## src/design/lcm_pkg.sv

```systemverilog
package lcm_pkg;

   // ****************************************
   // Register offsets
   // ****************************************
   localparam logic [7:0] OFS_CTRL = 8'h00;
   localparam logic [7:0] OFS_LUT = 8'h04;
   localparam logic [7:0] OFS_STATUS = 8'h08;

   // ****************************************
   // Control register fields
   // ****************************************
   localparam int MODE_LSB = 0;
   localparam int ACFG_LSB = 2;
   localparam int CARRY_SEL_BIT = 5;
   localparam int CASC_EN_BIT = 6;
   localparam int LOCAL_SEL_BIT = 7;
   localparam int GLOBAL_SEL_BIT = 8;
   localparam int PACK_BIT = 9;
   localparam int CE_D1_BIT = 10;
   localparam int CHIP_RST_EN_BIT = 11;
   localparam int RST_PRESET_BIT = 12;
   localparam int INV_C1_BIT = 13;
   localparam int INV_C2_BIT = 14;
   localparam logic [31:0] CTRL_WMASK = 32'h0000_7fff;
   localparam logic [31:0] CTRL_RST = 32'h0000_0000;
   localparam logic [31:0] LUT_WMASK = 32'h0000_ffff;
   localparam logic [31:0] LUT_RST = 32'h0000_0000;

   // ****************************************
   // Status register fields
   // ****************************************
   localparam int ST_CELL_BIT = 0;
   localparam int ST_LUT_BIT = 1;
   localparam int ST_LOCAL_BIT = 2;
   localparam int ST_GLOBAL_BIT = 3;
   localparam int ST_CARRY_BIT = 4;
   localparam int ST_CASC_BIT = 5;
   localparam int ST_TRI_BIT = 6;
   localparam int ST_CHIP_RST_BIT = 7;
   localparam int ST_CLR_N_BIT = 8;
   localparam int ST_PRE_N_BIT = 9;

   // ****************************************
   // Bus constants
   // ****************************************
   localparam logic [2:0] HSIZE_WORD = 3'b010;
   localparam int TRI_DRIVERS = 4;
   localparam int SYNC_W = 9 + 2 * TRI_DRIVERS;
   // Chip reset pin idles high through the synchroniser
   localparam logic [SYNC_W-1:0] SYNC_RST = 17'h0_0100;

   // ****************************************
   // Modes
   // ****************************************
   typedef enum logic [1:0]
   {
      MODE_NORMAL = 2'b00,
      MODE_ARITH = 2'b01,
      MODE_UPDOWN = 2'b10,
      MODE_CLRCNT = 2'b11
   } lcm_mode_e;

   typedef enum logic [2:0]
   {
      ACFG_CLR = 3'b000,
      ACFG_PRE = 3'b001,
      ACFG_CLRPRE = 3'b010,
      ACFG_LDCLR = 3'b011,
      ACFG_LDPRE = 3'b100,
      ACFG_LDONLY = 3'b101
   } lcm_acfg_e;

endpackage

```

## src/design/lcm_cell.sv

```systemverilog
// Functional notes
// (RULE1) Normal: four-input table, carry or data three
// (RULE2) Normal: table output joins cascade chain onward
// (RULE3) Independent local and global outputs, table/register
// (RULE4) Packing: fourth input loads register directly
// (RULE5) Packed register keeps enable, clear, preset
// (RULE6) Arithmetic: sum table plus carry table
// (RULE7) Arithmetic allows cascade with carry chain
// (RULE8) Up/down counter: enable, direction, load, carry
// (RULE9) Counter modes: load mux before register
// (RULE10) Counter data loadable via clear/preset paths
// (RULE11) Clearable counter: cascade-in clears, ANDed zero
// (RULE12) Emulated bus: contention low, idle high
// (RULE13) Clear and preset active low, idle high
// (RULE14) Exactly one of six async configurations; acfg codes 6 and 7 select none
// (RULE15) Chip reset overrides all clear/preset/load
// (RULE16) Preset registers may reset to one
// (RULE17) Clear config: either line clears register
// (RULE18) Preset config: line one loads high data
// (RULE19) Clear-preset: line one presets, two clears
// (RULE20) Load-clear: line one loads, two clears
// (RULE21) Load-preset: inverted storage, line two presets
// (RULE22) Load-only: line one loads data three
// (RULE23) Synchronous clock enable, optionally data one
`timescale 1ns/100ps
module lcm_cell
(
   input wire logic hclk,
   input wire logic hresetn,
   input wire logic hsel,
   input wire logic [31:0] haddr,
   input wire logic [1:0] htrans,
   input wire logic hwrite,
   input wire logic [2:0] hsize,
   input wire logic [31:0] hwdata,
   input wire logic hready,
   output logic hreadyout,
   output logic hresp,
   output logic [31:0] hrdata,
   input wire logic first_data_input,
   input wire logic second_data_input,
   input wire logic third_data_input,
   input wire logic fourth_data_input,
   input wire logic carry_in,
   input wire logic cascade_in,
   input wire logic group_control_line_one,
   input wire logic group_control_line_two,
   input wire logic chip_reset_n,
   input wire logic [lcm_pkg::TRI_DRIVERS-1:0] tri_drv_data,
   input wire logic [lcm_pkg::TRI_DRIVERS-1:0] tri_drv_en,
   output logic local_out,
   output logic global_out,
   output logic carry_out,
   output logic cascade_out,
   output logic tri_bus_out
);

   // ****************************************
   // Input synchronisers
   // ****************************************
   logic [lcm_pkg::SYNC_W-1:0] raw_in;
   logic [lcm_pkg::SYNC_W-1:0] meta_q;
   logic [lcm_pkg::SYNC_W-1:0] sync_q;

   assign raw_in = {tri_drv_en, tri_drv_data, chip_reset_n, group_control_line_two, group_control_line_one,
                    cascade_in, carry_in, fourth_data_input, third_data_input, second_data_input, first_data_input};

   genvar gi;
   generate
      for (gi = 0; gi < lcm_pkg::SYNC_W; gi++)
      begin : g_sync
         always_ff @(posedge hclk or negedge hresetn)
         begin
            if (!hresetn)
            begin
               meta_q[gi] <= lcm_pkg::SYNC_RST[gi];
               sync_q[gi] <= lcm_pkg::SYNC_RST[gi];
            end
            else
            begin
               meta_q[gi] <= raw_in[gi];
               sync_q[gi] <= meta_q[gi];
            end
         end
      end
   endgenerate

   logic s_d1, s_d2, s_d3, s_d4, s_cin, s_cas, s_gcl1, s_gcl2, s_chip_n;
   logic [lcm_pkg::TRI_DRIVERS-1:0] s_tri_data;
   logic [lcm_pkg::TRI_DRIVERS-1:0] s_tri_en;

   assign {s_tri_en, s_tri_data, s_chip_n, s_gcl2, s_gcl1, s_cas, s_cin, s_d4, s_d3, s_d2, s_d1} = sync_q;

   // ****************************************
   // AHB-Lite slave
   // ****************************************
   logic [31:0] ctrl_q;
   logic [31:0] lut_q;
   logic [31:0] status;
   logic [31:0] hrdata_q;
   logic [7:0] addr_q;
   logic wr_pend_q;
   logic take;
   logic [31:0] ctrl_view;
   logic [31:0] lut_view;
   logic [31:0] rd_val;

   function automatic logic lcm_hit(input logic [7:0] a, input logic [7:0] ofs);
      lcm_hit = (a[7:2] == ofs[7:2]);
   endfunction

   assign take = hsel && hready && htrans[1] && (hsize == lcm_pkg::HSIZE_WORD);
   assign hreadyout = 1'b1;
   assign hresp = 1'b0;
   assign hrdata = hrdata_q;

   always_ff @(posedge hclk or negedge hresetn)
   begin
      if (!hresetn)
      begin
         wr_pend_q <= 1'b0;
         addr_q <= 8'h00;
      end
      else
      begin
         wr_pend_q <= take && hwrite;
         if (take)
            addr_q <= haddr[7:0];
      end
   end

   always_ff @(posedge hclk or negedge hresetn)
   begin
      if (!hresetn)
         ctrl_q <= lcm_pkg::CTRL_RST;
      else if (wr_pend_q && lcm_hit(addr_q, lcm_pkg::OFS_CTRL))
         ctrl_q <= hwdata & lcm_pkg::CTRL_WMASK;
   end

   always_ff @(posedge hclk or negedge hresetn)
   begin
      if (!hresetn)
         lut_q <= lcm_pkg::LUT_RST;
      else if (wr_pend_q && lcm_hit(addr_q, lcm_pkg::OFS_LUT))
         lut_q <= hwdata & lcm_pkg::LUT_WMASK;
   end

   // Forward a write still in its data phase to a read taken on the same edge
   always_comb
   begin
      ctrl_view = ctrl_q;
      lut_view = lut_q;
      if (wr_pend_q && lcm_hit(addr_q, lcm_pkg::OFS_CTRL))
         ctrl_view = hwdata & lcm_pkg::CTRL_WMASK;
      if (wr_pend_q && lcm_hit(addr_q, lcm_pkg::OFS_LUT))
         lut_view = hwdata & lcm_pkg::LUT_WMASK;
      if (lcm_hit(haddr[7:0], lcm_pkg::OFS_CTRL))
         rd_val = ctrl_view;
      else if (lcm_hit(haddr[7:0], lcm_pkg::OFS_LUT))
         rd_val = lut_view;
      else if (lcm_hit(haddr[7:0], lcm_pkg::OFS_STATUS))
         rd_val = status;
      else
         rd_val = 32'h0000_0000;
   end

   always_ff @(posedge hclk or negedge hresetn)
   begin
      if (!hresetn)
         hrdata_q <= 32'h0000_0000;
      else if (take && !hwrite)
         hrdata_q <= rd_val;
   end

   // ****************************************
   // Configuration decode
   // ****************************************
   lcm_pkg::lcm_mode_e mode;
   lcm_pkg::lcm_acfg_e acfg;
   logic c1, c2, chip_rst, inv, clr_n, pre_n, rst_val, ce;

   assign mode = lcm_pkg::lcm_mode_e'(ctrl_q[lcm_pkg::MODE_LSB +: 2]);
   assign acfg = lcm_pkg::lcm_acfg_e'(ctrl_q[lcm_pkg::ACFG_LSB +: 3]);
   assign c1 = s_gcl1 ^ ctrl_q[lcm_pkg::INV_C1_BIT];
   assign c2 = s_gcl2 ^ ctrl_q[lcm_pkg::INV_C2_BIT];
   assign chip_rst = ctrl_q[lcm_pkg::CHIP_RST_EN_BIT] && !s_chip_n;
   assign ce = ctrl_q[lcm_pkg::CE_D1_BIT] ? s_d1 : 1'b1; // (RULE23)

   // ****************************************
   // Table and datapath
   // ****************************************
   logic [3:0] idx4;
   logic [2:0] idx3;
   logic lut4, sum3, carry3;
   logic lut_res, casc, cy, reg_d, cnt_bit, ld_mux;
   logic store_q;
   logic cell_q;

   assign cell_q = store_q ^ inv; // (RULE21)
   assign idx4 = {s_d4, ctrl_q[lcm_pkg::CARRY_SEL_BIT] ? s_cin : s_d3, s_d2, s_d1}; // (RULE1)

   always_comb
   begin
      case (mode)
         lcm_pkg::MODE_UPDOWN: idx3 = {s_cin, s_cas, cell_q}; // (RULE8)
         lcm_pkg::MODE_CLRCNT: idx3 = {s_cin, s_d2, cell_q};
         default: idx3 = {s_cin, s_d2, s_d1}; // (RULE6)
      endcase
   end

   lcm_lut u_lut
   (
      .mask(lut_q[15:0]),
      .idx4(idx4),
      .idx3(idx3),
      .lut4(lut4),
      .sum3(sum3),
      .carry3(carry3)
   );

   always_comb
   begin
      cnt_bit = s_d2 ? sum3 : cell_q;
      ld_mux = s_d4 ? s_d3 : sum3;
      case (mode)
         lcm_pkg::MODE_NORMAL:
         begin
            lut_res = lut4;
            casc = ctrl_q[lcm_pkg::CASC_EN_BIT] ? (lut4 & s_cas) : lut4; // (RULE2)
            cy = 1'b0;
            reg_d = ctrl_q[lcm_pkg::PACK_BIT] ? s_d4 : casc; // (RULE4)
         end
         lcm_pkg::MODE_ARITH:
         begin
            lut_res = sum3; // (RULE6)
            casc = ctrl_q[lcm_pkg::CASC_EN_BIT] ? (sum3 & s_cas) : sum3; // (RULE7)
            cy = carry3; // (RULE6)
            reg_d = casc;
         end
         lcm_pkg::MODE_UPDOWN:
         begin
            lut_res = sum3;
            casc = sum3;
            cy = carry3; // (RULE8)
            ld_mux = s_d4 ? s_d3 : cnt_bit; // (RULE9)
            reg_d = ld_mux;
         end
         lcm_pkg::MODE_CLRCNT:
         begin
            lut_res = sum3;
            casc = sum3;
            cy = carry3;
            reg_d = ld_mux & s_cas; // (RULE11)
         end
         default:
         begin
            lut_res = 1'b0;
            casc = 1'b0;
            cy = 1'b0;
            reg_d = 1'b0;
         end
      endcase
   end

   // ****************************************
   // Clear and preset control
   // ****************************************
   always_comb
   begin
      inv = 1'b0;
      clr_n = 1'b1; // (RULE13)
      pre_n = 1'b1; // (RULE13)
      rst_val = 1'b0;
      case (acfg) // (RULE14)
         lcm_pkg::ACFG_CLR:
            clr_n = !(c1 || c2); // (RULE17)
         lcm_pkg::ACFG_PRE:
         begin
            pre_n = !(c1 && s_d3); // (RULE18)
            clr_n = !(c1 && !s_d3);
            rst_val = ctrl_q[lcm_pkg::RST_PRESET_BIT]; // (RULE16)
         end
         lcm_pkg::ACFG_CLRPRE:
         begin
            pre_n = !(c1 && s_d3 && !c2); // (RULE19)
            clr_n = !((c1 && !s_d3) || c2); // (RULE19)
            rst_val = ctrl_q[lcm_pkg::RST_PRESET_BIT];
         end
         lcm_pkg::ACFG_LDCLR:
         begin
            pre_n = !(c1 && s_d3 && !c2); // (RULE20)
            clr_n = !((c1 && !s_d3) || c2); // (RULE20)
         end
         lcm_pkg::ACFG_LDPRE:
         begin
            inv = 1'b1; // (RULE21)
            pre_n = !(c1 && s_d3 && !c2);
            clr_n = !((c1 && !s_d3) || c2); // (RULE21)
            rst_val = ctrl_q[lcm_pkg::RST_PRESET_BIT];
         end
         lcm_pkg::ACFG_LDONLY:
         begin
            pre_n = !(c1 && s_d3); // (RULE22)
            clr_n = !(c1 && !s_d3); // (RULE22)
         end
         default:
         begin
            clr_n = 1'b1;
            pre_n = 1'b1;
         end
      endcase
   end

   // ****************************************
   // Cell register
   // ****************************************
   always_ff @(posedge hclk or negedge hresetn)
   begin
      if (!hresetn)
         store_q <= 1'b0;
      else if (chip_rst)
         store_q <= rst_val ^ inv; // (RULE15)
      else if (!clr_n)
         store_q <= 1'b0; // (RULE10)
      else if (!pre_n)
         store_q <= 1'b1; // (RULE10)
      else if (ce)
         store_q <= reg_d ^ inv; // (RULE5)
   end

   // ****************************************
   // Outputs
   // ****************************************
   always_ff @(posedge hclk or negedge hresetn)
   begin
      if (!hresetn)
      begin
         local_out <= 1'b0;
         global_out <= 1'b0;
         carry_out <= 1'b0;
         cascade_out <= 1'b0;
      end
      else
      begin
         local_out <= ctrl_q[lcm_pkg::LOCAL_SEL_BIT] ? cell_q : lut_res; // (RULE3)
         global_out <= ctrl_q[lcm_pkg::GLOBAL_SEL_BIT] ? cell_q : lut_res; // (RULE3)
         carry_out <= cy;
         cascade_out <= casc;
      end
   end

   lcm_tri_emu u_tri
   (
      .hclk(hclk),
      .hresetn(hresetn),
      .drv_data(s_tri_data),
      .drv_en(s_tri_en),
      .bus_out(tri_bus_out)
   );

   always_comb
   begin
      status = 32'h0000_0000;
      status[lcm_pkg::ST_CELL_BIT] = cell_q;
      status[lcm_pkg::ST_LUT_BIT] = lut_res;
      status[lcm_pkg::ST_LOCAL_BIT] = local_out;
      status[lcm_pkg::ST_GLOBAL_BIT] = global_out;
      status[lcm_pkg::ST_CARRY_BIT] = carry_out;
      status[lcm_pkg::ST_CASC_BIT] = cascade_out;
      status[lcm_pkg::ST_TRI_BIT] = tri_bus_out;
      status[lcm_pkg::ST_CHIP_RST_BIT] = chip_rst;
      status[lcm_pkg::ST_CLR_N_BIT] = clr_n;
      status[lcm_pkg::ST_PRE_N_BIT] = pre_n;
   end

   // ****************************************
   // Checks
   // ****************************************
   property p_chip_reset;
      @(posedge hclk) disable iff (!hresetn)
      chip_rst |=> (store_q == ($past(rst_val) ^ $past(inv)));
   endproperty
   a_chip_reset: assert property (p_chip_reset) else $error("chip reset not applied"); // (RULE15)

   property p_async_clear;
      @(posedge hclk) disable iff (!hresetn)
      (acfg == lcm_pkg::ACFG_CLR && (c1 || c2) && !chip_rst) |=> !store_q;
   endproperty
   a_async_clear: assert property (p_async_clear) else $error("clear config failed"); // (RULE17)

   property p_clrpre_preset;
      @(posedge hclk) disable iff (!hresetn)
      (acfg == lcm_pkg::ACFG_CLRPRE && c1 && !c2 && s_d3 && !chip_rst) |=> store_q;
   endproperty
   a_clrpre_preset: assert property (p_clrpre_preset) else $error("preset by line one failed"); // (RULE19)

   property p_hold_no_ce;
      @(posedge hclk) disable iff (!hresetn)
      (!ce && clr_n && pre_n && !chip_rst) |=> $stable(store_q);
   endproperty
   a_hold_no_ce: assert property (p_hold_no_ce) else $error("register moved without enable"); // (RULE23)

   property p_sync_load;
      @(posedge hclk) disable iff (!hresetn)
      (mode == lcm_pkg::MODE_UPDOWN && s_d4 && ce && clr_n && pre_n && !chip_rst)
         |=> (store_q == ($past(s_d3) ^ $past(inv)));
   endproperty
   a_sync_load: assert property (p_sync_load) else $error("synchronous load missed"); // (RULE9)

   property p_sync_clear;
      @(posedge hclk) disable iff (!hresetn)
      (mode == lcm_pkg::MODE_CLRCNT && !s_cas && ce && clr_n && pre_n && !chip_rst)
         |=> (store_q == $past(inv));
   endproperty
   a_sync_clear: assert property (p_sync_clear) else $error("synchronous clear missed"); // (RULE11)

   property p_local_sel;
      @(posedge hclk) disable iff (!hresetn)
      ctrl_q[lcm_pkg::LOCAL_SEL_BIT] |=> (local_out == $past(cell_q));
   endproperty
   a_local_sel: assert property (p_local_sel) else $error("local output wrong source"); // (RULE3)

   property p_cascade;
      @(posedge hclk) disable iff (!hresetn)
      (mode == lcm_pkg::MODE_NORMAL && ctrl_q[lcm_pkg::CASC_EN_BIT] && !s_cas) |=> !cascade_out;
   endproperty
   a_cascade: assert property (p_cascade) else $error("cascade not gated"); // (RULE2)

   property p_arith_carry;
      @(posedge hclk) disable iff (!hresetn)
      (mode == lcm_pkg::MODE_ARITH) |=> (carry_out == $past(lut_q[{1'b1, idx3}]));
   endproperty
   a_arith_carry: assert property (p_arith_carry) else $error("carry table wrong"); // (RULE6)

endmodule

```

## src/design/lcm_lut.sv

```systemverilog
`timescale 1ns/100ps
module lcm_lut
(
   input wire logic [15:0] mask,
   input wire logic [3:0] idx4,
   input wire logic [2:0] idx3,
   output logic lut4,
   output logic sum3,
   output logic carry3
);

   // ****************************************
   // Table lookup
   // ****************************************
   function automatic logic lcm_pick(input logic [15:0] m, input logic [3:0] i);
      lcm_pick = m[i];
   endfunction

   always_comb
   begin
      lut4 = lcm_pick(mask, idx4);
      sum3 = lcm_pick(mask, {1'b0, idx3});
      carry3 = lcm_pick(mask, {1'b1, idx3});
   end

endmodule

```

## src/design/lcm_tri_emu.sv

```systemverilog
`timescale 1ns/100ps
module lcm_tri_emu
(
   input wire logic hclk,
   input wire logic hresetn,
   input wire logic [lcm_pkg::TRI_DRIVERS-1:0] drv_data,
   input wire logic [lcm_pkg::TRI_DRIVERS-1:0] drv_en,
   output logic bus_out
);

   // ****************************************
   // Bus resolution
   // ****************************************
   logic one_hot;
   logic sel_bit;

   always_comb
   begin
      one_hot = (drv_en & (drv_en - 1'b1)) == '0;
      sel_bit = |(drv_data & drv_en);
   end

   always_ff @(posedge hclk or negedge hresetn)
   begin
      if (!hresetn)
         bus_out <= 1'b1;
      else if (drv_en == '0)
         bus_out <= 1'b1; // (RULE12)
      else if (!one_hot)
         bus_out <= 1'b0; // (RULE12)
      else
         bus_out <= sel_bit;
   end

   // ****************************************
   // Checks
   // ****************************************
   property p_tri_float;
      @(posedge hclk) disable iff (!hresetn)
      (drv_en == '0) |=> bus_out;
   endproperty
   a_tri_float: assert property (p_tri_float) else $error("idle bus not high"); // (RULE12)

   property p_tri_contend;
      @(posedge hclk) disable iff (!hresetn)
      ($countones(drv_en) > 1) |=> !bus_out;
   endproperty
   a_tri_contend: assert property (p_tri_contend) else $error("contended bus not low"); // (RULE12)

endmodule

```

## config.mk

```make
export PLATFORM = sky130hd
export DESIGN_NAME = lcm_cell
export DESIGN_NICKNAME = d
export VERILOG_FILES = /design/src/design/lcm_pkg.sv /design/src/design/lcm_cell.sv /design/src/design/lcm_lut.sv /design/src/design/lcm_tri_emu.sv
export SDC_FILE = /design/constraint.sdc
export NUM_CORES = 1
export LEC_CHECK = 0
export BUFFER_PORTS_ARGS = -buffer_cell sky130_fd_sc_hd__buf_2
export CORE_MARGIN = 1.5
export CORE_UTILIZATION = 45
export DETAILED_ROUTE_END_ITERATION = 16
export PLACE_DENSITY_LB_ADDON = 0.15
export SETUP_SLACK_MARGIN = 0.05
export SLEW_MARGIN = 20
export SYNTH_ARGS = -nofsm -noshare
export SYNTH_HDL_FRONTEND = slang
export SYNTH_SLANG_ARGS = --single-unit
```

## constraint.sdc

```tcl
create_clock -name hclk -period 6.1 [get_ports hclk]
set_clock_uncertainty 0.1 [all_clocks]
set_input_delay 1.83 -clock hclk [delete_from_list [all_inputs] [get_ports hclk]]
set_output_delay 1.83 -clock hclk [all_outputs]
set_load 0.02 [all_outputs]
```

After elaboration in Yosys (flattened, before gate mapping)
Index checks and enable logic that the tools add are counted.
{ "classes": {"mux": 36, "n_addsub": 1, "eq_ne": 13, "reduce_logical": 34, "order_cmp": 3, "mul": 0, "bitwise_logic": 10, "div": 0, "shifts": 0} }
{ "ops": {"columns": ["op", "count"], "rows": [
  ["$mux W32", 4],
  ["$mux W1", 21],
  ["$eq A6 B1 Y1 const B", 2],
  ["$logic_not A6 Y1", 2],
  ["$logic_and A1 B1 Y1", 11],
  ["$lt A4 B5 Y1 const B", 2],
  ["$mux W10", 1],
  ["$eq A3 B2 Y1 const B", 3],
  ["$logic_not A1 Y1", 9],
  ["$reduce_or A3 Y1", 3],
  ["$and A4 B4 Y4", 2],
  ["$logic_not A4 Y1", 2],
  ["$bmux W1 S3", 2],
  ["$eq A3 B3 Y1 const B", 2],
  ["$eq A6 B2 Y1 const B", 1],
  ["$pmux W1 S2", 3],
  ["$pmux W1 S3", 2],
  ["$lt A3 B5 Y1 const B", 1],
  ["$xor A1 B1 Y1", 5],
  ["$bmux W1 S4", 1],
  ["$eq A2 B2 Y1 const B", 2],
  ["$ne A4 B3 Y1 const B", 1],
  ["$pmux W1 S4", 1],
  ["$pmux W2 S2", 1],
  ["other kinds (9)", 13]
]} }
{ "totals": {"input_bits": 91, "wordCells": 142, "out_inout_bits": 39, "memories": 0, "register_bits": 145, "mem_bits_ro": 0, "mem_bits_rw": 0, "latchBits": 0} }

Longest topological paths before layout
Gate-level depths: netlist of the first run.
{ "depth": {"ltp_word": 14, "mapped_depth": 9, "mapped_depth_nobuf": 8} }

Hierarchy
A second synthesis of the first run with hierarchy kept.
{ "unflattened": {"cells_unflattened": 484, "area_unflattened_um2": 5839.4} }
{ "by_module_without_submodules": {"columns": ["mod", "area_each_um2", "n_inst", "seq_area_each_um2", "cells_per_inst"], "rows": [
  ["lcm_cell", 5517.8, 1, 3555.9, 463],
  ["lcm_lut", 247.7, 1, 0.0, 13],
  ["lcm_tri_emu", 73.8, 1, 26.3, 8]
]} }

Least setup slack after synthesis of the first run
OpenSTA, ideal clock, no wires.
{ "synth_timing": {"kind": "input to register", "startpoint": "input haddr[7]", "endpoint": "register hrdata_q[0], in the netlist hrdata[0]", "arrival_time_ns": 3.348, "n_path_buf": 1, "path_stages": 5, "required_ns": 5.918, "path_slack_ns": 2.570, "setup_time_ns": 0.082, "cell_sequence": "or4_1 -> nor3b_1 -> clkbuf_1 -> a22oi_1 -> a31oi_1"} }
{ "synth_between": {"elab_chain_len": 4, "elab_cells_between_ends": 6, "classes_between": "2 x eq/ne; 3 x mux; 1 x reduce/logical"} }
{ "synth_rtl": {"columns": ["item", "line", "text"], "rows": [
  ["start: declaration", "lcm_cell.sv:31", "input wire logic [31:0] haddr,"],
  ["$eq A6 B2 Y1", "lcm_cell.sv:109", "lcm_hit = (a[7:2] == ofs[7:2]);"],
  ["$mux W10", "lcm_cell.sv:161", "else if (lcm_hit(haddr[7:0], lcm_pkg::OFS_STATUS))"],
  ["$mux W32", "lcm_cell.sv:159", "else if (lcm_hit(haddr[7:0], lcm_pkg::OFS_LUT))"],
  ["$mux W32 *", "lcm_cell.sv:157", "if (lcm_hit(haddr[7:0], lcm_pkg::OFS_CTRL))"],
  ["end signal: assignment", "lcm_cell.sv:172", "hrdata_q <= rd_val;"],
  ["end: declaration", "lcm_cell.sv:100", "logic [31:0] hrdata_q;"]
]} }
Mark *: on every way between the ends. The rest lies on a longest branch, timed or not.
A chain may end at the register's enable or synchronous reset.

Worst setup path after layout of the first run
{ "layout_timing": {"startpoint": "input haddr[7]", "endpoint": "register hrdata_q[2], in the netlist hrdata[2]"} }
Same word-level chain as after synthesis.

==> results of run 1 <==
[synthesized netlist by cell type, types with 2 or more instances]
cell                       instances
sky130_fd_sc_hd__and2_1           20
sky130_fd_sc_hd__a311oi_1          2
sky130_fd_sc_hd__dfstp_2           3
sky130_fd_sc_hd__nor2_1           50
sky130_fd_sc_hd__mux2_2           38
sky130_fd_sc_hd__a21oi_1          13
sky130_fd_sc_hd__clkbuf_1         20
sky130_fd_sc_hd__nor2b_1          20
sky130_fd_sc_hd__nand3_1           3
sky130_fd_sc_hd__mux2i_1          12
sky130_fd_sc_hd__a31oi_1          28
sky130_fd_sc_hd__xor2_1            2
sky130_fd_sc_hd__mux4_2            3
sky130_fd_sc_hd__a22oi_1          10
sky130_fd_sc_hd__inv_1             8
sky130_fd_sc_hd__conb_1            2
sky130_fd_sc_hd__nor3b_1           2
sky130_fd_sc_hd__o22ai_1           2
sky130_fd_sc_hd__dfrtp_1         140
sky130_fd_sc_hd__nor3_1            2
sky130_fd_sc_hd__o22a_1            2
sky130_fd_sc_hd__xnor2_1           4
sky130_fd_sc_hd__buf_4             4
sky130_fd_sc_hd__nand4_1           2
sky130_fd_sc_hd__o21ai_0           5
sky130_fd_sc_hd__nand2_1          57
[kinds of logic after synthesis]
group | count (synthesis) | synth area share (%)
and+or+nand+nor | 170 | 14.5
DFF | 143 | 61.9
AOI/OAI and AO/OA | 75 | 8.56
muxes | 55 | 11.4
buffers and inverters | 33 | 2.40
xor gates and xnor gates | 7 | 1.19
other | 2 | 0.130
[through the flow]
stage          std cells  utilization, %  hold slack (ns)
6_report             754            55.2            0.246
5_1_grt              754            55.2            0.252
4_1_cts              754            55.2            0.247
3_5_place_dp         723            50.9            0.235
3_3_place_gp         723            50.9            0.234
2_1_floorplan        485               -            0.231
[per-layer routing]
metal	part of all wire [%]	vias to the layer above	track usage (%)
met5	0.055	-	0
li1	-	1845	-
met2	47	86	30.5
met3	5.8	11	7.94
met4	1.2	2	6.26
met1	46	1924	27.8
[sequential cells by signal (all words and copies together) (netlist names), 4 cells and up]
register and cells:
addr_q 6, ctrl_q 32, hrdata 32, lut_q 32, meta_q 17, s_tri_data 4
s_tri_en 4
[power breakdown]
part / total [mW] / internal (mW) / switching, mW
logic: 0.327 / 0.137 / 0.189
clock network: 0.960 / 0.582 / 0.377
registers: 1.10 / 1.04 / 0.0624
[final cells by class]
cell class              instances  area (um^2)
fillers                      1107         5630
flip-flops and latches        143         3580
multi-input cells             309         2090
repair buffers                 91          479
clock buffers                  23          468
well taps                     172          215
clock inverters                 8         82.6
inverters                       8         30.0
[final timing paths]
path / startpoint / end / slack [ns] / depth (start not counted)
setup / recovery: haddr[7] / hrdata[2]$_DFFE_PN0P_ / 2.25 / 6
hold / removal: meta_q[13]$_DFF_PN0_ / s_tri_en[0]$_DFF_PN0_ / 0.25 / 0
setup reg to reg: addr_q[5]$_DFFE_PN0P_ / hrdata[9]$_DFFE_PN0P_ / 3.00 / 7
hold reg to reg: meta_q[13]$_DFF_PN0_ / s_tri_en[0]$_DFF_PN0_ / 0.25 / 0
max in group asynchronous: hresetn / s_chip_n$_DFF_PN1_ / 3.36 / 2
min in group asynchronous: hresetn / cascade_out$_DFF_PN0_ / 1.43 / 1
==> impl.org, run 1 <==
** Synth
- The largest total area in the synthesized netlist belongs to sky130_fd_sc_hd__dfrtp_1.
- When the netlist entered floorplanning its net count stood at about 580.
- Number of library cell types mapped by synthesis :: 57
- Part of the Yosys area used for sequential elements :: around 62%
- Counting flops with an async set or reset pin after synthesis yields a share of 100%.
- Yosys mapped a number of flops with a built-in enable equal to 0.
- Synthesis handed over a netlist of 485 instances.
- Total of warnings raised by yosys :: 0
- Cell area after synthesis :: 5790 um^2
- Flops & latches, synth :: 143
- Top_reg_cell synth :: sky130_fd_sc_hd__dfrtp_1
- Syn_area_per_cell :: roughly 12 um^2
- After synthesis, the cell types taking the most area are sky130_fd_sc_hd__dfrtp_1 (61%), sky130_fd_sc_hd__mux2_2 (7.4%), sky130_fd_sc_hd__nand2_1 (3.7%), sky130_fd_sc_hd__nor2_1 (3.2%), sky130_fd_sc_hd__a31oi_1 (3.0%).
- Post-synth top area share :: about three fifths

** Placed design
- Final estimated routing congestion in global placement :: approximately 0.83
- Place WS :: about 1.8 ns
- In this run the cell area measured after placement is around 6400 um^2.
- The count of buffers added on input and output ports is 84.
- DP Wirelength :: 8.31 mm

** Global route
- Number of global-route vias before repair :: about 3800
- Global routing consumed, over all layers together, 20.4% of the routing resources.
- The first global-routing pass estimated roughly 20 mm of wire.
- The number of antenna violations at the first check in global routing is 1.
- Global routing finished with a remaining overflow of 0.
- Maximum number of pins on one net before global-route repair :: ~110

** Detailed routing
- The detailed router placed ~3900 vias in this run.
- Number of design rule violations left after detail routing :: 0
- Number of routed nets with antenna violations :: 0
- WL/cell :: 16.8 um
- Before antenna repair, the detailed router went through 4 iterations.
- For this block, the initial DRC count from the detailed router was between 200 and 300.
- Using the TritonRoute via totals, the vias-per-cell ratio works out to between 5 and 6.
- Summed over all layers, the routed wires come to roughly 13 mm.

** Pwr
- Overall Power :: approximately 2.4 mW
- Max VDD drop :: around 0.19 mV
- Total power divided by cell area :: approximately 340 nW/um^2
- The analysis attributes to cell leakage a power of around 3.2 nW.

** Cells and area
- The finished cells cover 6940 um^2.
- Layout overhead on the synthesized area :: 20.0%
- Leaving out fill and tap cells, the most frequent cell in the layout is sky130_fd_sc_hd__dfrtp_1.
- 0 antenna diodes ended up in the layout.
- Of the cells placed in the final design, the portion with a size suffix greater than 1 is a little under a third.
- In the layout the commonest cells are sky130_fd_sc_hd__dfrtp_1 (140), sky130_fd_sc_hd__buf_2 (83), sky130_fd_sc_hd__nand2_1 (57).
- Number of nets in the final layout :: around 660

** CTS
- Cts hold-fix bufs :: 0
- CTS sink count :: 143
- Clock-pin slew was measured on the worst setup and hold paths at about 0.060 ns.
- CTS built an H-tree with a depth of 4.
- Number of buffers on the longest clock path :: 2
- Clock latency of the later-clocked register in the worst-skew pair :: approximately 0.41 ns
- CTS Root Buffer Type :: sky130_fd_sc_hd__clkbuf_16
- In this run, CTS created clock tree buffers numbering 17.
- Quantity of gates resized following cts :: 0
- The number of setup buffers added after CTS is 0.
- TritonCTS built the clock tree.

** STA
- Maximum operating frequency :: roughly 260 MHz
- The final hold violation count was 0.
- Final worst setup slack :: about 2.3 ns
- Setup tns final :: 0 ns
- Worst Max-Slew Pin Slew :: about 1.1 ns
- Setup violations remaining at the end of the flow were counted as 0.
- Dividing the final minimum period by the clock period gives between 60% and 70%.
- Max Transition Viols Final :: 0
- Worst-case headroom to the max-slew limit :: 29.1%
- Final Critical Period :: 3.85 ns
- Setup repair after global routing left no endpoint under its margin.

** Worst setup path
- Chain of cells forming the critical path :: buf_2, or4_1, nor3b_2, buf_4, a22oi_1, a31oi_1
- The critical path is of the in -> reg type.
- Among all stages on the critical path, the largest delay is contributed by sky130_fd_sc_hd__nor3b_2.
- Required time of the critical path :: ~6.3 ns
- The worst setup path is captured at a flop.
- The worst setup path is launched from a primary input.
- Buf+Inv Stages, Crit Path :: 2
- For the worst setup path, the data arrival time is 4.08 ns.
- On the worst path, the slowest cell contributes a delay of roughly 0.90 ns.
- Maximum fanout along the worst path :: 14
- On the critical path the largest part of the delay comes from simple AND/OR/NAND/NOR gates.

** Hold path
- Path class of the lowest-slack min-delay path :: reg -> reg

** Floorplan
- Number of top-level pins :: 130
- For this configuration, the core starts out at a cell density of a little under half.
- Die width :: about 120 um
- The die covers approximately 14000 um^2.
- Core Rows :: a little over 40
- The die is roughly 120 um tall.
- Core outline area :: around 13000 um^2

** Run status
- Result of the run :: completed

** Run
- Max-cap violations :: 0
(Power assumes the default switching activity.)
==> run 2, diff against run 1 <==
==> constraint.sdc (replaced) <==
create_clock -name hclk -period 3.1 [get_ports hclk]
set_clock_uncertainty 0.1 [all_clocks]
set_input_delay 0.93 -clock hclk [delete_from_list [all_inputs] [get_ports hclk]]
set_output_delay 0.93 -clock hclk [all_outputs]
set_load 0.02 [all_outputs]
==> impl.org, run 2 (synthesis gave the netlist of run 1 again) <==
** CTS
- The clock buffer count from CTS was 17 (unchanged).
- Clock-pin transition on the worst setup and hold timing paths :: 0.06 ns (about the same)
- Post-CTS setup repair buffer count :: 0 (unchanged)
- CTS Root Buffer Type :: sky130_fd_sc_hd__clkbuf_16
- CTS tree :: done
- The clock latency reported for the late side of the worst-skew pair was 0.42 ns (about the same).
- Quantity of gates resized following cts :: 0 (unchanged)
- Cts hold-fix bufs :: 0 (unchanged)
- Number of buffers on the longest clock path :: 2 (unchanged)
- The clock sink count is 143 (unchanged).
- Deepest level of the CTS H-tree :: 4 (unchanged)

** STA
- Worst Max-Slew Pin Slew :: 0.778 ns (-0.282 ns)
- In the finished design, the share of the clock period the worst path needs comes to approximately 92%.
- The setup violation total in the final timing report is 0 (unchanged).
- The count of pins over their slew limit came to 0 (unchanged).
- The final hold violation count came to 0 (unchanged).
- RSZ-0062 raised after global routing :: no
- The summed negative setup slack over all endpoints came to 0 ns (unchanged).
- The worst path needs approximately 2.8 ns of the cycle, external delays included.
- Maximum operating frequency :: around 350 MHz
- The worst setup margin came to 0.254 ns (-2.00 ns).
- Worst-case headroom to the max-slew limit :: 48.0% (+19 points)

** Floorplan
- Core outline area :: 12600 um^2 (unchanged)
- Starting density of the core :: 46.0% (unchanged)
- The area of the die came to 13500 um^2 (unchanged).
- DIE HEIGHT :: 116 um (unchanged)
- Core Rows :: 41 (unchanged)
- Die width :: 116 um (unchanged)
- Number of top-level pins :: 130 (unchanged)

** Worst setup path
- Destination of the worst register-to-register timing path :: store_q$_DFFE_PN0P_
- Type of element capturing the critical path :: flop
- Required time of the critical path :: 3.29 ns (-3.04 ns)
- Critical Path AT :: 3.04 ns (-1.04 ns)
- The largest fanout on the critical path came to 7 (-7).
- The number of cells traversed by the worst register-to-register path was 8 (+1).
- In this run the critical register-to-register path is launched from ctrl_q[3]$_DFF_PN0_.
- The worst setup path is of the reg -> reg kind.
- The worst stage delay on the critical path came to 0.49 ns (-0.41 ns).
- Crit path launch type :: flop
- The signal on the critical path passes through nor3b_4, xnor2_2, mux2_2, a221o_1, a311oi_1, o221ai_1, xnor2_1, a21oi_1.
- Slack of the worst reg-to-reg path :: 0.25 ns (-2.75 ns)
- CP max stage cell :: sky130_fd_sc_hd__dfrtp_1

** Global route
- Wire length of the first global-routing pass :: 21.1 mm (+5.1%)
- The residual overflow from global routing was 0 (unchanged).
- The overall track demand over capacity in global routing is 20.9% (+0.46 points).
- Antenna violations before repair :: 1 (unchanged)
- The largest net degree at the start of global routing is 68 (-36%).
- Number of global-route vias before repair :: 3982 (+5.4%)

** Detailed routing
- The average vias per placed instance came to 5.22 (+1.7%).
- WL/cell :: 17.0 um (+1.5%)
- Number of routed nets with antenna violations :: 0 (unchanged)
- The count of routing violations after the opening detailed-route iteration came to 180 (-29%).
- Number of design rule violations left after detail routing :: 0 (unchanged)
- Sum of routed wire length over all layers :: 12.9 mm (+2.1%)
- The detailed-router iteration count before antenna repair came to 4 (unchanged).
- The via count of the routed design came to 3953 (+2.2%).

** Hold path
- The hold path depth came to 0 (unchanged).
- Path class of the lowest-slack min-delay path :: reg -> reg
- The worst hold path begins at meta_q[13]$_DFF_PN0_.
- Worst-case hold path end point :: s_tri_en[0]$_DFF_PN0_

** Cells and area
- The number of antenna repair diodes came to 0 (unchanged).
- The library cell used most frequently in the layout, excluding fill and tap cells, is sky130_fd_sc_hd__dfrtp_1.
- Non-Filler Cell Area, Final :: 7110 um^2 (+2.4%)
- Area occupied by multi-input gates :: 2090 um^2 (unchanged)
- Layout overhead on the synthesized area :: 22.9%
- Seq. cell area :: 3580 um^2 (unchanged)
- Number of standard cells in the layout, taps in and fillers out :: 758 (+0.53%)
- Most frequent cells in the layout :: sky130_fd_sc_hd__dfrtp_1 (140), sky130_fd_sc_hd__buf_2 (83), sky130_fd_sc_hd__nand2_1 (57)
- The share of layout cells above drive strength 1 was 30.9% (+0.82 points).
- The number of filler cells placed in the layout was 1063 (-4.0%).
- The number of nets at the end of the flow is 664 (+0.45%).

** Pwr
- The total power consumption of the routed design came to 4.94 mW (+110%).
- Static leakage power :: 3.29 nW (+1.9%)
- The maximum vdd drop is 0.425 mV (+120%).
- The power per cell area came to 694 nW/um^2 (+100%).

** Placed design
- Final estimated routing congestion in global placement :: 0.840 (+1.1%)
- Place WS :: 0.261 ns (-1.56 ns)
- The total of buffers placed on input and output ports came to 84 (unchanged).
- The placed instance count was 726 (+0.41%).
- The detailed placement HPWL came to 8.35 mm (+0.47%).
- The area after detailed placement came to 6490 um^2 (+1.5%).

** Run
- Max-cap violations :: 0 (unchanged)

** Run status
- Result of the run :: completed
run 2: changes by cell type in the layout (fill, tap and decap cells not counted):
cell and delta:
sky130_fd_sc_hd__clkinvlp_4 +2, sky130_fd_sc_hd__inv_6 -2, sky130_fd_sc_hd__buf_12 +6, sky130_fd_sc_hd__bufinv_16 +2
sky130_fd_sc_hd__clkbuf_1 -2, sky130_fd_sc_hd__clkinv_4 -1, sky130_fd_sc_hd__clkbuf_8 +2, sky130_fd_sc_hd__buf_4 -3
run 2: area by class of cell:
class,instances,share of cell area (%)
clock buffers,23,6.86
inverters,8,0.422
repair buffers,94,8.11
clock inverters,9,1.85
multi-input cells,309,29.3
well taps,172,3.03
flip-flops and latches,143,50.4
run 2: how the worst max path moves through the flow:
stage	start	to	slack (ns)	cells past startpoint
3_5_place_dp	ctrl_q[3]$_DFF_PN0_	store_q$_DFFE_PN0P_	0.26	8
2_1_floorplan	haddr[7]	hrdata[0]$_DFFE_PN0P_	0.47	5
6_report	ctrl_q[3]$_DFF_PN0_	store_q$_DFFE_PN0P_	0.25	8
4_1_cts	ctrl_q[3]$_DFF_PN0_	store_q$_DFFE_PN0P_	0.23	8
5_1_grt	ctrl_q[3]$_DFF_PN0_	store_q$_DFFE_PN0P_	0.11	8
3_3_place_gp	ctrl_q[3]$_DFF_PN0_	store_q$_DFFE_PN0P_	0.30	8
run 2: routing by layer:
| metal | vias up | track usage, % | wire, um |
|---|---|---|---|
| met2 | 95 | 32.4 | 6000 |
| met5 | - | 0 | 13 |
| met3 | 23 | 5.40 | 704 |
| met4 | 2 | 8.78 | 267 |
| met1 | 1981 | 28.1 | 5940 |
| li1 | 1852 | - | - |
run 2: worst max-delay path, delay by kind of cell (launching register included):
| kind | cells | cell delay [ns] |
|---|---|---|
| mux | 1 | 0.39 |
| flops | 1 | 0.49 |
| xor+xnor | 2 | 0.45 |
| simple gates | 1 | 0.35 |
| compound gates | 4 | 0.94 |
run 2: power breakdown:
group	switching [mW]	internal, mW	total (mW)
registers	0.123	2.04	2.16
logic	0.383	0.286	0.669
clock network	0.758	1.35	2.11
run 2: per-stage QoR:
stage | utilization, % | hold slack (ns)
CTS | 56.6 | 0.247
floorplan | - | 0.231
global placement | 51.6 | 0.233
detailed placement | 51.6 | 0.235
finish | 56.6 | 0.246
global route | 56.6 | 0.248
==> run 3, diff against run 2 <==
==> constraint.sdc (replaced) <==
create_clock -name hclk -period 3.1 [get_ports hclk]
set_clock_uncertainty 0.1 [all_clocks]
set_input_delay 0.155 -clock hclk [delete_from_list [all_inputs] [get_ports hclk]]
set_output_delay 0.155 -clock hclk [all_outputs]
set_load 0.02 [all_outputs]
==> impl.org, run 3 (synthesis gave the netlist of run 1 again) <==
** Worst setup path
- Type of element capturing the critical path :: flop
- Crit path launch type :: flop
- The critical path is of the reg -> reg type.
- The data required time of the critical path is 3.29 ns (about the same).
- Maximum fanout along the worst path :: 7 (unchanged)
- Critical Path AT :: 2.95 ns (-0.09 ns)

** STA
- Final Critical Period :: 2.76 ns (-0.0876 ns)
- RSZ-0062 raised after global routing :: no
- Final worst setup slack :: 0.342 ns (+0.0876 ns)
- The achievable frequency is 363 MHz (+3.2%).
- The actual slew at the worst max-slew pin is 0.825 ns (+0.0472 ns).
- Setup violations, final :: 0 (unchanged)
- The summed negative setup slack over all endpoints was 0 ns (unchanged).
- Final worst path period share :: 89.0% (-2.8 points)
- The final hold violation count was 0 (unchanged).
- Max Transition Viols Final :: 0 (unchanged)
- Worst Hold Margin :: 0.156 ns (-0.0902 ns)
- Worst-case headroom to the max-slew limit :: 44.9% (-3.2 points)

** Run status
- The run finished with clean final reports.

** Detailed routing
- The met1 wire length is 5.85 mm (-1.4%).
- Top Layer Used :: met4
- The number of remaining DRC errors was 0 (unchanged).
- Number of routed nets with antenna violations :: 0 (unchanged)
- Drt first-iter violations :: 209 (+16%)
- The total routed wirelength was 13.2 mm (+2.3%).
- Avg Vias per Cell :: 5.14 (-1.4%)
- WL/cell :: 16.5 um (-3.0%)
- The detailed-router iteration count before antenna repair was 4 (unchanged).
- Met3 wirelength from detailed routing :: 693 um (-1.6%)
- WL met2 :: 6.54 mm (+9.0%)
- The via count of the routed design came to 4113 (+4.0%).

** Cells and area
- The final design utilization is 59.3% (+2.8 points).
- Commonest non-fill, non-tap cell in the layout :: sky130_fd_sc_hd__dfrtp_1
- The number of nets at the end of the flow was 707 (+6.5%).
- Antenna Diode Count :: 0 (unchanged)
- In the layout the commonest cells are sky130_fd_sc_hd__dfrtp_1 (140), sky130_fd_sc_hd__buf_2 (83), sky130_fd_sc_hd__nand2_1 (57).
- Non-Filler Cell Area, Final :: 7460 um^2 (+4.9%)
- Fraction of layout cells with a size suffix above 1 :: 29.0% (-1.9 points)
- Layout overhead on the synthesized area :: 28.9%
- The filler-free cell count of the finished design came to 800 (+5.5%).

** Placed design
- The placed instance count is 728 (+0.28%).
- The total of buffers placed on input and output ports is 84 (unchanged).
- Standard cell area after detailed placement :: 6450 um^2 (-0.54%)
- The placer congestion estimate is 0.847 (+0.88%).
- DP Wirelength :: 8.72 mm (+4.5%)
- Place WS :: 0.349 ns (+0.0885 ns)

** Floorplan
- The area of the core was 12600 um^2 (unchanged).
- The effective utilization at floorplan came to 46.0% (unchanged).
- The overall die width is 116 um (unchanged).
- Area of the die :: 13500 um^2 (unchanged)
- The count of boundary I/O pins came to 130 (unchanged).
- The y dimension of the die came to 116 um (unchanged).
- The number of standard-cell rows in the floorplan was 41 (unchanged).

** Global route
- The overall track demand over capacity in global routing is 21.7% (+0.81 points).
- The largest net degree at the start of global routing was 72 (+5.9%).
- Antenna violations before repair :: 0 (-1)
- The residual overflow from global routing is 0 (unchanged).
- Number of global-route vias before repair :: 4255 (+6.9%)
- The global-route wire length before repair was 21.6 mm (+2.5%).

** CTS
- The count of instances resized after the clock tree is built is 0 (unchanged).
- The root buffer cell chosen for the clock tree is sky130_fd_sc_hd__clkbuf_16.
- Cts hold-fix bufs :: 41 (+41)
- The clock latency reported for the late side of the worst-skew pair is 0.42 ns (about the same).
- CTS sink count :: 143 (unchanged)
- The post-CTS setup repair buffer count came to 0 (unchanged).
- CTS tree :: done
- The register clock-pin slew on the reported worst setup and hold paths is 0.06 ns (about the same).
- The clock buffer count from CTS came to 17 (unchanged).
- The buffer levels on the longest clock path is 2 (unchanged).
- The depth of the CTS H-tree is 4 (unchanged).

** Hold path
- The path class of the tightest hold or removal check is in -> reg.

** Pwr
- Total power divided by cell area :: 653 nW/um^2 (-6.0%)
- The maximum vdd drop was 0.430 mV (+1.3%).
- Static leakage power :: 3.46 nW (+5.0%)
- Overall Power :: 4.87 mW (-1.4%)

** Run
- The number of max-cap violations came to 0 (unchanged).
## run 3: worst max-delay path, stage by stage (launching register included)
cell and delay, ns:
sky130_fd_sc_hd__dfrtp_1 0.44, sky130_fd_sc_hd__nor3b_4 0.19, sky130_fd_sc_hd__xnor2_2 0.38, sky130_fd_sc_hd__mux2_2 0.39, sky130_fd_sc_hd__a221o_1 0.36, sky130_fd_sc_hd__a311oi_1 0.30
sky130_fd_sc_hd__o221ai_1 0.20, sky130_fd_sc_hd__xnor2_1 0.19, sky130_fd_sc_hd__a21oi_1 0.09
## run 3: area by class of cell
cell class / instances / area (um^2)
Clock inverter: 8 / 104
Timing Repair Buffer: 137 / 952
Fill cell: 1046 / 5110
Clock buffer: 23 / 488
Sequential cell: 143 / 3580
Inverter: 8 / 30.0
Multi-Input combinational cell: 309 / 2090
Tap cell: 172 / 215
## run 3: metal layers
metal	global-route usage [%]	vias up
met5	0	-
met4	7.56	0
met3	5.92	9
met2	34.8	93
met1	28.7	2067
li1	-	1944
## run 3: path summary, 6_finish.rpt
path,from,to,slack [ns],cells past startpoint
max,ctrl_q[4]$_DFF_PN0_,store_q$_DFFE_PN0P_,0.34,8
min,hready,wr_pend_q$_DFF_PN0_,0.16,3
max reg2reg,ctrl_q[4]$_DFF_PN0_,store_q$_DFFE_PN0P_,0.34,8
min reg2reg,meta_q[11]$_DFF_PN0_,s_tri_data[2]$_DFF_PN0_,0.25,0
max in group asynchronous,hresetn,u_tri.bus_out$_DFF_PN1_,1.85,3
min in group asynchronous,hresetn,s_d4$_DFF_PN0_,0.22,2
## run 3: power by group
group / switching (mW) / internal, mW
clock: 0.742 / 1.27
combinational: 0.388 / 0.308
sequential: 0.124 / 2.04
total: 1.25 / 3.61
